## config.mk

```make
export PLATFORM = sky130hd
export DESIGN_NAME = sfm_config_regs
export DESIGN_NICKNAME = d
export VERILOG_FILES = /design/src/hdl/sfm_pkg.sv /design/src/hdl/sfm_map_if.sv /design/src/hdl/sfm_config_regs.sv /design/src/hdl/sfm_vf_map.sv
export SDC_FILE = /design/constraint.sdc
export NUM_CORES = 1
export LEC_CHECK = 0
export ABC_AREA = 1
export BUFFER_PORTS_ARGS = -buffer_cell sky130_fd_sc_hd__buf_2
export CORE_UTILIZATION = 35
export CTS_CLUSTER_DIAMETER = 80
export DETAILED_ROUTE_END_ITERATION = 16
export MAX_ROUTING_LAYER = met4
export PLACE_DENSITY = 0.75
export SLEW_MARGIN = 20
export SYNTH_ARGS = -nofsm -noshare
export SYNTH_HDL_FRONTEND = slang
export SYNTH_HIERARCHICAL = 1
export SYNTH_SLANG_ARGS = --single-unit
```

## constraint.sdc

```tcl
create_clock -name core_clk -period 1.2 [get_ports core_clk]
set_input_delay 0 -clock core_clk [delete_from_list [all_inputs] [get_ports core_clk]]
set_output_delay 0 -clock core_clk [all_outputs]
set_load 0.02 [all_outputs]
```

## src/hdl/sfm_pkg.sv

```systemverilog
package sfm_pkg;

  // ----------------------------------------
  // Register byte offsets
  // ----------------------------------------
  localparam logic [5:0] OFF_CAP_VERSION = 6'h00;
  localparam logic [5:0] OFF_VF_COUNT = 6'h04;
  localparam logic [5:0] OFF_FIRST_OFFSET = 6'h08;
  localparam logic [5:0] OFF_VF_DEVICE_ID = 6'h0C;
  localparam logic [5:0] OFF_DEP_LINK = 6'h10;
  localparam logic [5:0] OFF_PAGE_SIZE_ZERO = 6'h14;
  localparam logic [5:0] OFF_PAGE_SIZE_ONE = 6'h18;
  localparam logic [5:0] OFF_PF_NUMBER = 6'h1C;
  localparam logic [5:0] OFF_VF_SELECT = 6'h20;
  localparam logic [5:0] OFF_VF_MAP = 6'h24;

  // ----------------------------------------
  // Field positions
  // ----------------------------------------
  localparam int POS_CAP_VER_ONE = 4;
  localparam int POS_COUNT_ONE = 8;
  localparam int POS_COUNT_TOTAL = 16;
  localparam int POS_HALF_ONE = 16;
  localparam int POS_PF_NUM_ONE = 8;
  localparam int POS_MAP_OWNER = 8;
  localparam int POS_MAP_VALID = 9;

  // ----------------------------------------
  // Fixed function map
  // ----------------------------------------
  localparam logic [7:0] FN_PF_ZERO = 8'h00;
  localparam logic [7:0] FN_PF_ONE = 8'h01;
  localparam logic [7:0] FN_VF_FIRST = 8'h40;
  localparam logic [7:0] FN_VF_LAST = 8'h45;
  localparam logic [15:0] OFFSET_PF_ZERO = 16'h0040;
  localparam logic [15:0] OFFSET_PF_ONE_BASE = 16'h003F;
  localparam int MAX_VFS = 6;
  localparam int PAGE_SHIFT_BASE = 12;

  // ----------------------------------------
  // Reset values and bus timing
  // ----------------------------------------
  localparam logic [2:0] RST_VF_SELECT = 3'h0;
  localparam logic [31:0] RST_READ_DATA = 32'h0000_0000;
  localparam int ANSWER_CYCLES = 1;

  typedef logic [2:0] sfm_vfidx_t;

endpackage

```

## src/hdl/sfm_map_if.sv

```systemverilog
`timescale 1ns/100ps
`default_nettype none

// Index-to-function lookup between register bank and mapper
interface sfm_map_if;
  logic [2:0] vfSel;
  logic [2:0] countOfPrimaryVirtuals;
  logic [2:0] pf1Count;
  logic [7:0] funcNum;
  logic owner;
  logic valid;

  modport requester(
    output vfSel,
    output countOfPrimaryVirtuals,
    output pf1Count,
    input funcNum,
    input owner,
    input valid
  );

  modport mapper(
    input vfSel,
    input countOfPrimaryVirtuals,
    input pf1Count,
    output funcNum,
    output owner,
    output valid
  );
endinterface
`default_nettype wire

```

## src/hdl/sfm_config_regs.sv

```systemverilog
`timescale 1ns/100ps
`default_nettype none

// Contract
// - Four-bit capability version per physical function
// - Per-function VF counts, at most six in total
// - Physical functions at numbers zero and one
// - Virtual functions only at 64 through 69
// - VFs consecutive, primary function's first
// - Offset is first VF minus own number
// - Primary offset is 64 with VFs
// - Secondary offset is 63 plus primary count
// - One 16-bit VF device ID per function
// - 32-bit page bitmap, bit n 2^(n+12)
// - Configurable dependency link per physical function

module sfm_config_regs
  import sfm_pkg::*;
#(
  parameter logic [3:0] CAP_VER_ZERO = 4'h0,
  parameter logic [3:0] CAP_VER_ONE = 4'h0,
  parameter int PF0_VFS = 1,
  parameter int PF1_VFS = 1,
  parameter logic [15:0] VF_DEVID_ZERO = 16'h0000,
  parameter logic [15:0] VF_DEVID_ONE = 16'h0000,
  parameter logic [15:0] DEP_LINK_ZERO = 16'h0000,
  parameter logic [15:0] DEP_LINK_ONE = 16'h0001,
  parameter logic [31:0] PAGE_SIZE_ZERO = 32'h0000_0001,
  parameter logic [31:0] PAGE_SIZE_ONE = 32'h0000_0001
)(
  input wire logic core_clk,
  input wire logic resetn,
  input wire logic clkEn,
  input wire logic [5:0] address,
  input wire logic read,
  input wire logic write,
  input wire logic [31:0] writedata,
  input wire logic [3:0] byteenable,
  output logic [31:0] readdata,
  output logic waitrequest
);

  // ----------------------------------------
  // Elaboration checks
  // ----------------------------------------
  generate
    if (PF0_VFS < 0 || PF1_VFS < 0 || PF0_VFS + PF1_VFS > MAX_VFS) begin : g_bad_count
      $error("VF counts must be non-negative and share at most six");
    end
  endgenerate

  // ----------------------------------------
  // Fixed configuration values
  // ----------------------------------------
  localparam logic [2:0] countOfPrimaryVirtuals = 3'(PF0_VFS);
  localparam logic [2:0] COUNT_ONE = 3'(PF1_VFS);
  localparam logic [2:0] COUNT_TOTAL = 3'(PF0_VFS + PF1_VFS);

  logic [7:0] physicalFunctionZero;
  logic [7:0] physicalFunctionOne;
  logic [15:0] firstVirtualOffsetZero;
  logic [15:0] firstVirtualOffsetOne;
  logic [7:0] firstVfOne;

  // Hard-wired numbers; no path from the bus reaches them
  assign physicalFunctionZero = FN_PF_ZERO;
  assign physicalFunctionOne = FN_PF_ONE;

  // Secondary function's first VF sits right after the primary's
  assign firstVfOne = FN_VF_FIRST + 8'(countOfPrimaryVirtuals);

  // Offset is a plain constant for the primary function
  assign firstVirtualOffsetZero = OFFSET_PF_ZERO;
  // Equals first VF minus own number, i.e. 63 plus count
  assign firstVirtualOffsetOne = OFFSET_PF_ONE_BASE + 16'(countOfPrimaryVirtuals);

  // ----------------------------------------
  // Lookup through the mapper
  // ----------------------------------------
  sfm_map_if mapBus();

  logic [2:0] vfSelect;

  assign mapBus.vfSel = vfSelect;
  assign mapBus.countOfPrimaryVirtuals = countOfPrimaryVirtuals;
  assign mapBus.pf1Count = COUNT_ONE;

  sfm_vf_map u_map (
    .map(mapBus.mapper)
  );

  // ----------------------------------------
  // Read mux
  // ----------------------------------------
  logic [31:0] readValue;
  logic hit;

  // Unmapped offsets read as zero and are still answered
  always_comb begin
    readValue = 32'h0000_0000;
    hit = 1'b1;
    if (address == OFF_CAP_VERSION) begin
      readValue[3:0] = CAP_VER_ZERO;
      readValue[POS_CAP_VER_ONE +: 4] = CAP_VER_ONE;
    end else if (address == OFF_VF_COUNT) begin
      readValue[2:0] = countOfPrimaryVirtuals;
      readValue[POS_COUNT_ONE +: 3] = COUNT_ONE;
      readValue[POS_COUNT_TOTAL +: 3] = COUNT_TOTAL;
    end else if (address == OFF_FIRST_OFFSET) begin
      readValue[15:0] = firstVirtualOffsetZero;
      readValue[POS_HALF_ONE +: 16] = firstVirtualOffsetOne;
    end else if (address == OFF_VF_DEVICE_ID) begin
      readValue[15:0] = VF_DEVID_ZERO;
      readValue[POS_HALF_ONE +: 16] = VF_DEVID_ONE;
    end else if (address == OFF_DEP_LINK) begin
      readValue[15:0] = DEP_LINK_ZERO;
      readValue[POS_HALF_ONE +: 16] = DEP_LINK_ONE;
    end else if (address == OFF_PAGE_SIZE_ZERO) begin
      readValue = PAGE_SIZE_ZERO;
    end else if (address == OFF_PAGE_SIZE_ONE) begin
      readValue = PAGE_SIZE_ONE;
    end else if (address == OFF_PF_NUMBER) begin
      readValue[7:0] = physicalFunctionZero;
      readValue[POS_PF_NUM_ONE +: 8] = physicalFunctionOne;
    end else if (address == OFF_VF_SELECT) begin
      readValue[2:0] = vfSelect;
    end else if (address == OFF_VF_MAP) begin
      readValue[7:0] = mapBus.funcNum;
      readValue[POS_MAP_OWNER] = mapBus.owner;
      readValue[POS_MAP_VALID] = mapBus.valid;
    end else begin
      hit = 1'b0;
    end
  end

  // ----------------------------------------
  // Avalon slave state
  // ----------------------------------------
  logic accept;
  logic [2:0] next_vfSelect;
  logic [31:0] next_readdata;
  logic next_waitrequest;

  // One wait cycle: answer lands the edge after the request appears
  assign accept = (read || write) && waitrequest;

  always_comb begin
    next_vfSelect = vfSelect;
    next_readdata = readdata;
    next_waitrequest = 1'b1;
    if (accept) begin
      next_waitrequest = 1'b0;
      if (read) begin
        next_readdata = hit ? readValue : RST_READ_DATA;
      end
      // Only the lookup index is writable; values stay fixed
      if (write && address == OFF_VF_SELECT && byteenable[0]) begin
        next_vfSelect = writedata[2:0];
      end
    end
  end

  // Frozen while the clock enable is low
  // Limitation: enable low right after an answer stretches waitrequest low
  always_ff @(posedge core_clk or negedge resetn) begin
    if (!resetn) begin
      vfSelect <= RST_VF_SELECT;
      readdata <= RST_READ_DATA;
      waitrequest <= 1'b1;
    end else if (clkEn) begin
      vfSelect <= next_vfSelect;
      readdata <= next_readdata;
      waitrequest <= next_waitrequest;
    end
  end
endmodule // sfm_config_regs
`default_nettype wire

```

## src/hdl/sfm_vf_map.sv

```systemverilog
`timescale 1ns/100ps
`default_nettype none

module sfm_vf_map
  import sfm_pkg::*;
(
  sfm_map_if.mapper map
);

  // ----------------------------------------
  // Per-slot table
  // ----------------------------------------
  logic [7:0] slotFunc [MAX_VFS];
  logic [MAX_VFS-1:0] slotOwner;
  logic [MAX_VFS-1:0] slotUsed;
  logic [3:0] totalCount;

  assign totalCount = {1'b0, map.countOfPrimaryVirtuals} + {1'b0, map.pf1Count};

  // Slots packed upward, primary virtuals first
  genvar gi;
  generate
    for (gi = 0; gi < MAX_VFS; gi++) begin : g_slot
      assign slotFunc[gi] = FN_VF_FIRST + 8'(gi);
      assign slotOwner[gi] = (4'(gi) >= {1'b0, map.countOfPrimaryVirtuals});
      assign slotUsed[gi] = (4'(gi) < totalCount);
    end
  endgenerate

  // Select; out-of-range index reports invalid
  always_comb begin
    map.funcNum = 8'h00;
    map.owner = 1'b0;
    map.valid = 1'b0;
    if (int'(map.vfSel) < MAX_VFS) begin
      map.funcNum = slotFunc[map.vfSel];
      map.owner = slotOwner[map.vfSel];
      map.valid = slotUsed[map.vfSel];
    end
  end

endmodule // sfm_vf_map
`default_nettype wire

```

Yosys cells after proc, flatten, opt, wreduce, memory -nomap -nowiden. Memory sizes are Yosys's and may differ from the RTL's. Cells that the tools add are included.

Register bits: 36. Bits in writable memories: 0. Memories kept: 3. Output and inout port bits: 33. Memory bits (read-only): 80. Latch bits: 0.

Divide/modulo/power cells: 0. Bitwise gates (word level): 1. Magnitude comparators: 3. Add/sub/neg operators: 0. Equality and inequality tests: 9. Shift operators: 0. Multiplexer cells: 36. Multiply operators: 0. Reduce and logical (&&, ||, !) cells: 7.

Memory list: (no name shown) (depth 8, bits a word 8, read ports 1, clocked after memory_dff 0, wr ports 0, line sfm_vf_map.sv:36) `map.funcNum = slotFunc[map.vfSel];`; (no name shown) (depth 8, bits a word 1, read ports 1, clocked after memory_dff 0, wr ports 0, line sfm_vf_map.sv:37) `map.owner = slotOwner[map.vfSel];`; (no name shown) (depth 8, bits a word 1, read ports 1, clocked after memory_dff 0, wr ports 0, line sfm_vf_map.sv:38) `map.valid = slotUsed[map.vfSel];`.

Operator list (count): two-way mux 10 bit (4); two-way mux 17 bit (2); two-way mux 32 bit (1); two-way mux 8 bit (4); == test 6 x 5 -> 1 bit, second input constant (4); two-way mux 24 bit (1); two-way mux 23 bit (1); two-way mux 1 bit (15); == test 6 x 4 -> 1 bit, second input constant (2); == test 6 bit, second input constant (2); two-way mux 3 bit (4); two-way mux 5 bit (2); two-way mux 7 bit (1); == test 6 x 3 -> 1 bit, second input constant (1); logical NOT 6 bit (1); AND reduction 3 bit (2); greater-or-equal comparator 4 bit, second input constant (1); < comparator 3 x 4 -> 1 bit, second input constant (1); two-way mux 4 bit (1); NOT 3 -> 4 bit (1); logical AND 1 bit (3); < comparator 3 bit, second input constant (1); logical OR 1 bit (1).

Logic depth before layout (Yosys ltp). Gate-level depths: netlist of the first run.

Depth in word-level cells: 16. Depth in mapped cells: 12. Mapped depth without buffers: 12.

Hierarchy. The synthesis of the first run kept the hierarchy.

By module, submodules not included: sfm_config_regs (instances 1, seq. area each 426.7 µm², area an instance 1009.7 µm², cells an instance 133); sfm_vf_map (instances 1, seq. area each 0.0 µm², area an instance 271.5 µm², cells an instance 49).

Worst setup path after synthesis of the first run. OpenSTA, ideal clock, no wires.

Path type: flip-flop to flip-flop. From: register waitrequest. To: register readdata[16]. Setup slack: -0.139 ns. Stages on the path, launching flop included: 7. Library setup time: 0.123 ns. Period minus slack after synthesis: 1.339 ns. Path buffers: 1. Arrival: 1.216 ns. Cell sequence: dfstp_2 nand2_1 nor2_4 inv_2 buf_6 nand2_1 o21ai_1.

Longest elaborated chain between the ends: 2.

RTL lines: start, declared (line sfm_config_regs.sv:40) `output logic waitrequest`; start signal, assigned (line sfm_config_regs.sv:173) `waitrequest <= next_waitrequest;`; logical AND 1 bit (line sfm_config_regs.sv:145) `assign accept = (read || write) && waitrequest;`; AND reduction 3 bit (no line); end signal, assigned (line sfm_config_regs.sv:172) `readdata <= next_readdata;`; end, declared (line sfm_config_regs.sv:39) `output logic [31:0] readdata,`.

No other way between the ends. A chain may end at the register's enable or synchronous reset.

Worst setup path in the final report of the first run.
From: register waitrequest. To: register readdata[9].

The elaborated chain is that of the path after synthesis.

==> flow_metrics.py, run 1 <==
metrics = {
    "global_route": {
        "grt_pass1_vias": 945,
        "grt_pass1_wl_um": 3910,
        "grt.busiest_layer": "met2",
        "met1_usage_pct": 15.2,
        "grt_start_max_net_pins": 18,
        "grt_remaining_overflow": 0,
        "met2_usage_pct": 21.3,
        "antenna_found_initial": 0,
        "grt.met3_usage_pct": 4.01,
        "grtUsageTotal_pct": 12.6,
    },
    "clock_tree": {
        "clock_path_buffers": 2,
        "root_buffer": "clkbuf_4",
        "htree_levels": 1,
        "numCtsBuffers": 3,
        "path_clk_slew_ns": 0.10,
        "clk_latency_ns": 0.29,
        "cts_tree": "built",
        "cts.sinks": 17,
    },
    "sta": {
        "fin_crit_sh_pct": 93.5,
        "setup_viol": 0,
        "fin_ws_ns": 0.0782,
        "whs_ns": 0.0337,
        "clock.fmax_mhz": 891,
        "hold_viol_final": 0,
        "period_minus_slack_ns": 1.12,
        "final_max_slew_viol_count": 0,
        "rsz0062_at_grt": "true",
        "finalSetupTns_ns": 0,
        "fin_skew_ns": 0.00361,
    },
    "worst_setup_path": {
        "r2r_slack_ns": 0.08,
        "arrival_ns": 1.35,
        "cp-end-kind": "flop",
        "cp_max_fo": 8,
        "cp.required_ns": 1.43,
        "cp-start-kind": "flop",
        "criticalPathCategory": "reg -> reg",
    },
    "floorplanning": {
        "initial_utilization_pct": 37.5,
        "die_x_um": 62.5,
        "rows": 21,
        "die_h_um": 62.5,
        "design.die.area_sq_mm": 0.00391,
        "core-area_sq_mm": 0.00342,
        "ioPinCount": 80,
    },
    "logic_synthesis": {
        "async_reset_ff_share_pct": 100,
        "avgSynthCellArea_sq_um": 7.04,
        "synth_seq_cells": 17,
        "synth_cells": 182,
        "synth_cell_types": 25,
        "netlist_area_sq_mm": 0.00128,
        "synth_enable_flop_cells": 0,
        "ys.flop_type": "dfrtp_1",
        "yosysSeqAreaShare_pct": 33.3,
        "yosys_warnings": 6,
    },
    "pwr": {
        "p_per_area_mw_per_mm2": 797,
        "irDropWorstVdd_mv": 0.553,
        "p_leak_nw": 0.911,
    },
    "status": {
        "outcome": "completed",
    },
    "cells_and_area": {
        "final_common_cell": "nand2_1",
        "final_cell_mix": "nand2_1, conb_1, buf_2, inv_1, dfrtp_1",
        "finalNonFillerCells": 279,
        "areaGrowthSynthToFinish_pct": 22.3,
        "n_antenna_cell": 0,
        "drive_above_1_share_pct": 24.0,
        "final_nets": 285,
    },
    "placed_design": {
        "dp_slack_ns": 0.0306,
        "place_hpwl_um": 1830,
        "gp_congestion": 0.831,
        "io_buffer_count": 28,
        "placedCellCount": 268,
    },
    "flow_run": {
        "maxCapViolations": 0,
    },
    "worst_hold_path": {
        "hold_path.class": "in -> reg",
    },
    "detailed_routing": {
        "dr.pass1.iters": 4,
        "post_drt_wl_per_cell_um": 8.24,
        "vias": 1134,
        "vias_per_cell": 4.06,
        "ant_nets": 0,
        "drt_iter0_markers": 61,
        "drcViolationCount": 0,
        "drt-total-wl_um": 2300,
    },
}
==> layout make-up <==
| type | count | area [sq um] |
|---|---|---|
| sequential | 17 | 429 |
| clock inverter | 1 | 5.00 |
| timing repair buffer | 39 | 244 |
| multi-input combinational | 154 | 733 |
| clock buffer | 3 | 22.5 |
| fill | 360 | 1850 |
| inverter | 19 | 75.1 |
| tap | 46 | 57.6 |
==> metrics by stage <==
stage	utilization [%]	instance area [sq um]	power, mW
finish	45.9	1570	1.25
floorplan	-	1410	0.896
global route	45.9	1570	1.34
detailed placement	42.3	1440	0.916
global placement	42.3	1440	0.912
CTS	45.1	1540	1.25
==> final timing paths <==
kind                        startpoint  cells after the start            to
max in group asynchronous       resetn                      2   waitrequest
min                         address[0]                      4  readdata[16]
min reg2reg                readdata[8]                      2   readdata[8]
max                        waitrequest                      5   readdata[9]
min in group asynchronous       resetn                      2   readdata[8]
max reg2reg                waitrequest                      5   readdata[9]
==> power breakdown <==
part,total (mW),switching (mW),internal (mW)
combinational,0.330,0.216,0.114
clock,0.307,0.183,0.124
sequential,0.611,0.0167,0.594
total,1.25,0.415,0.832
==> registers in the layout, summed over array words and instances, names as in the netlist <==
signal	flops
mapBus.vfSel	3
waitrequest	1
readdata	13
==> critical path, stage by stage (launching register included) <==
cell,delay (ns)
dfstp_2,0.57
nand2_4,0.07
nor2_4,0.14
buf_6,0.15
nand2_2,0.05
o21ai_2,0.09
==> layer usage <==
layer  vias up  wire length (um)
met5         -                 0
met4         0                 0
met3         0               123
met2        32              1150
met1       494              1020
li1        608                 -
==> cells in the mapped netlist, drive strengths merged, types with 2 or more instances <==
master   n  area share [%]
a21oi    3             1.5
ha       3             2.9
nand3b   2             1.2
nand4    4             2.0
nor2    18             7.6
nand3   10             3.9
inv     18             5.3
dfrtp   16              31
o21ai   10             3.9
nand2   64              19
buf     25              15
conb     3            0.88
==> kinds of logic (layout without fill, tap and decap cells) <==
group	count (synthesis)	count (layout)	synth area share [%]
AO/OA/AOI/OAI	14	14	5.96
adder cells (fa/ha/maj)	4	4	4.49
buffers and inverters	44	62	20.6
flip-flops	17	17	33.3
other	3	36	0.879
AND/OR/NAND/NOR	100	100	34.8
==> what timing repair did <==
action | 4_1_cts | 5_1_grt
buffers inserted | 0 | 0
hold endpoints to repair | 21 | 1
gates resized for setup | 0 | 10
endpoints found under the setup margin | 0 | 15
hold buffers | 7 | 1
No activity file was read; power rests on OpenSTA's default activity.
==> inputs of run 2 (changes only) <==
==> constraint.sdc (replaced) <==
create_clock -name core_clk -period 1.2 [get_ports core_clk]
set_input_delay 0.06 -clock core_clk [delete_from_list [all_inputs] [get_ports core_clk]]
set_output_delay 0.06 -clock core_clk [all_outputs]
set_load 0.02 [all_outputs]
==> run 2 against run 1 <==
Register-to-register slack got worse by 0.02 ns. Flip-flop and latch count unchanged. Die area unchanged. Clock skew rose by 0.0035 ns. Clock-buffer cell count stayed put. Critical path type unchanged. Highest routed layer is now met4.
==> flow_metrics.py, run 2 (same netlist as run 1, synthesis figures left out) <==
metrics = {
    "sta": {
        "final_max_slew_viol_count": 0,
        "hold_viol_final": 0,
        "rsz0062_at_grt": "true",
        "fin_crit_sh_pct": 94.8,
        "whs_ns": 0.0397,
        "setup_viol": 0,
        "fin_skew_ns": 0.00708,
        "finalSetupTns_ns": 0,
        "clock.fmax_mhz": 879,
        "period_minus_slack_ns": 1.14,
    },
    "detailed_routing": {
        "ant_nets": 0,
        "vias_per_cell": 4.06,
        "vias": 1136,
        "post_drt_wl_per_cell_um": 8.23,
        "dr.pass1.iters": 4,
        "drt-total-wl_um": 2310,
        "drcViolationCount": 0,
        "drt_iter0_markers": 42,
    },
    "clock_tree": {
        "numCtsBuffers": 3,
        "htree_levels": 1,
        "post-cts-setup-buffers": 0,
        "cts.sinks": 17,
        "cts_tree": "built",
        "clock_path_buffers": 2,
        "clk_latency_ns": 0.29,
        "root_buffer": "clkbuf_4",
        "path_clk_slew_ns": 0.10,
    },
    "floorplanning": {
        "design.die.area_sq_mm": 0.00391,
        "core-area_sq_mm": 0.00342,
        "ioPinCount": 80,
        "die_x_um": 62.5,
        "rows": 21,
        "die_h_um": 62.5,
        "initial_utilization_pct": 37.5,
    },
    "cells_and_area": {
        "final_common_cell": "nand2_1",
        "final-seq-area_sq_um": 429,
        "fillers": 368,
        "finalNonFillerCells": 280,
        "top_register": "readdata",
        "drive_above_1_share_pct": 24.8,
        "final_nets": 286,
        "final_cell_mix": "nand2_1, conb_1, buf_2, inv_1, dfrtp_1",
        "n_antenna_cell": 0,
        "utilization_pct": 46.0,
        "multi_input_area_sq_um": 733,
        "largest_reg_flops": 13,
        "areaGrowthSynthToFinish_pct": 22.7,
    },
    "worst_hold_path": {
        "min_to": "waitrequest",
        "hp-start": "clkEn",
        "holdPathStages": 3,
        "hold_path.class": "in -> reg",
    },
    "pwr": {
        "irDropWorstVdd_mv": 0.534,
        "power_mw": 1.25,
        "p_leak_nw": 0.917,
        "p_per_area_mw_per_mm2": 798,
    },
    "worst_setup_path": {
        "cp-end-kind": "flop",
        "cp.required_ns": 1.42,
        "arrival_ns": 1.36,
        "criticalPathCategory": "reg -> reg",
        "cp_max_fo": 8,
        "reg2reg_depth": 5,
        "r2r_slack_ns": 0.06,
        "r2r_start": "waitrequest",
        "cp-start-kind": "flop",
        "reg2reg_to": "readdata[9]",
    },
    "global_route": {
        "grtUsageTotal_pct": 12.7,
        "grt_pass1_wl_um": 3980,
        "grt_start_max_net_pins": 18,
        "grt_pass1_vias": 989,
        "grt_remaining_overflow": 0,
        "antenna_found_initial": 0,
    },
    "status": {
        "outcome": "completed",
    },
    "placed_design": {
        "gp_congestion": 0.876,
        "placedCellCount": 270,
        "place_hpwl_um": 1870,
        "io_buffer_count": 28,
    },
    "flow_run": {
        "maxCapViolations": 0,
    },
}
==> run 2: per-stage QoR <==
stage | worst slack (ns) | cell area (sq um)
2_1_floorplan | -0.129 | 1410
3_3_place_gp | 0.0449 | 1460
3_5_place_dp | 0.0340 | 1460
4_1_cts | 0.0233 | 1550
5_1_grt | -0.0182 | 1570
6_report | 0.0622 | 1570
==> run 2: worst max-delay path by stage <==
stage / cells past startpoint / startpoint / endpoint / slack [ns]
finish: 5 / waitrequest / readdata[9] / 0.06
global route: 10 / mapBus.vfSel[0] / readdata[8] / -0.02
CTS: 5 / waitrequest / readdata[22] / 0.02
detailed placement: 5 / waitrequest / readdata[22] / 0.03
global placement: 5 / waitrequest / readdata[17] / 0.04
floorplan: 6 / waitrequest / readdata[16] / -0.13
==> run 2: area by class of cell <==
cell class	instances	share of cell area, %
clock buffer	3	1.43
clock inverter	1	0.318
inverter	19	4.78
multi-input combinational	154	46.7
sequential	17	27.3
tap	46	3.66
timing repair buffer	40	15.8
==> run 2: worst max-delay path: stages (launching register included) <==
cell and delay, ns:
dfstp_2 0.57, nand2_4 0.07, nor2_4 0.14, buf_6 0.15, nand2_2 0.05, o21ai_2 0.10
==> run 2: metal layers <==
metal	vias to the layer above	global-route usage (%)	part of all wire, %	wire length (um)
met5	-	-	0	0
met2	31	21.9	48	1100
met3	2	3.65	4.2	97
met1	492	14.9	47	1090
met4	0	2.03	0.56	13
li1	611	-	-	-
==> run 2: report_power, final <==
part	internal, mW	leakage [nW]	switching, mW	total [mW]
sequential	0.595	0.230	0.0168	0.611
combinational	0.116	0.669	0.216	0.333
clock	0.124	0.0177	0.186	0.310
total	0.835	0.917	0.419	1.25
==> run 2: what timing repair did <==
item / in CTS / in global routing
resized for setup: 0 / 10
hold endpoints to repair: 21 / 0
endpoints found under the setup margin: 0 / 15
hold buffers: 6 / 0
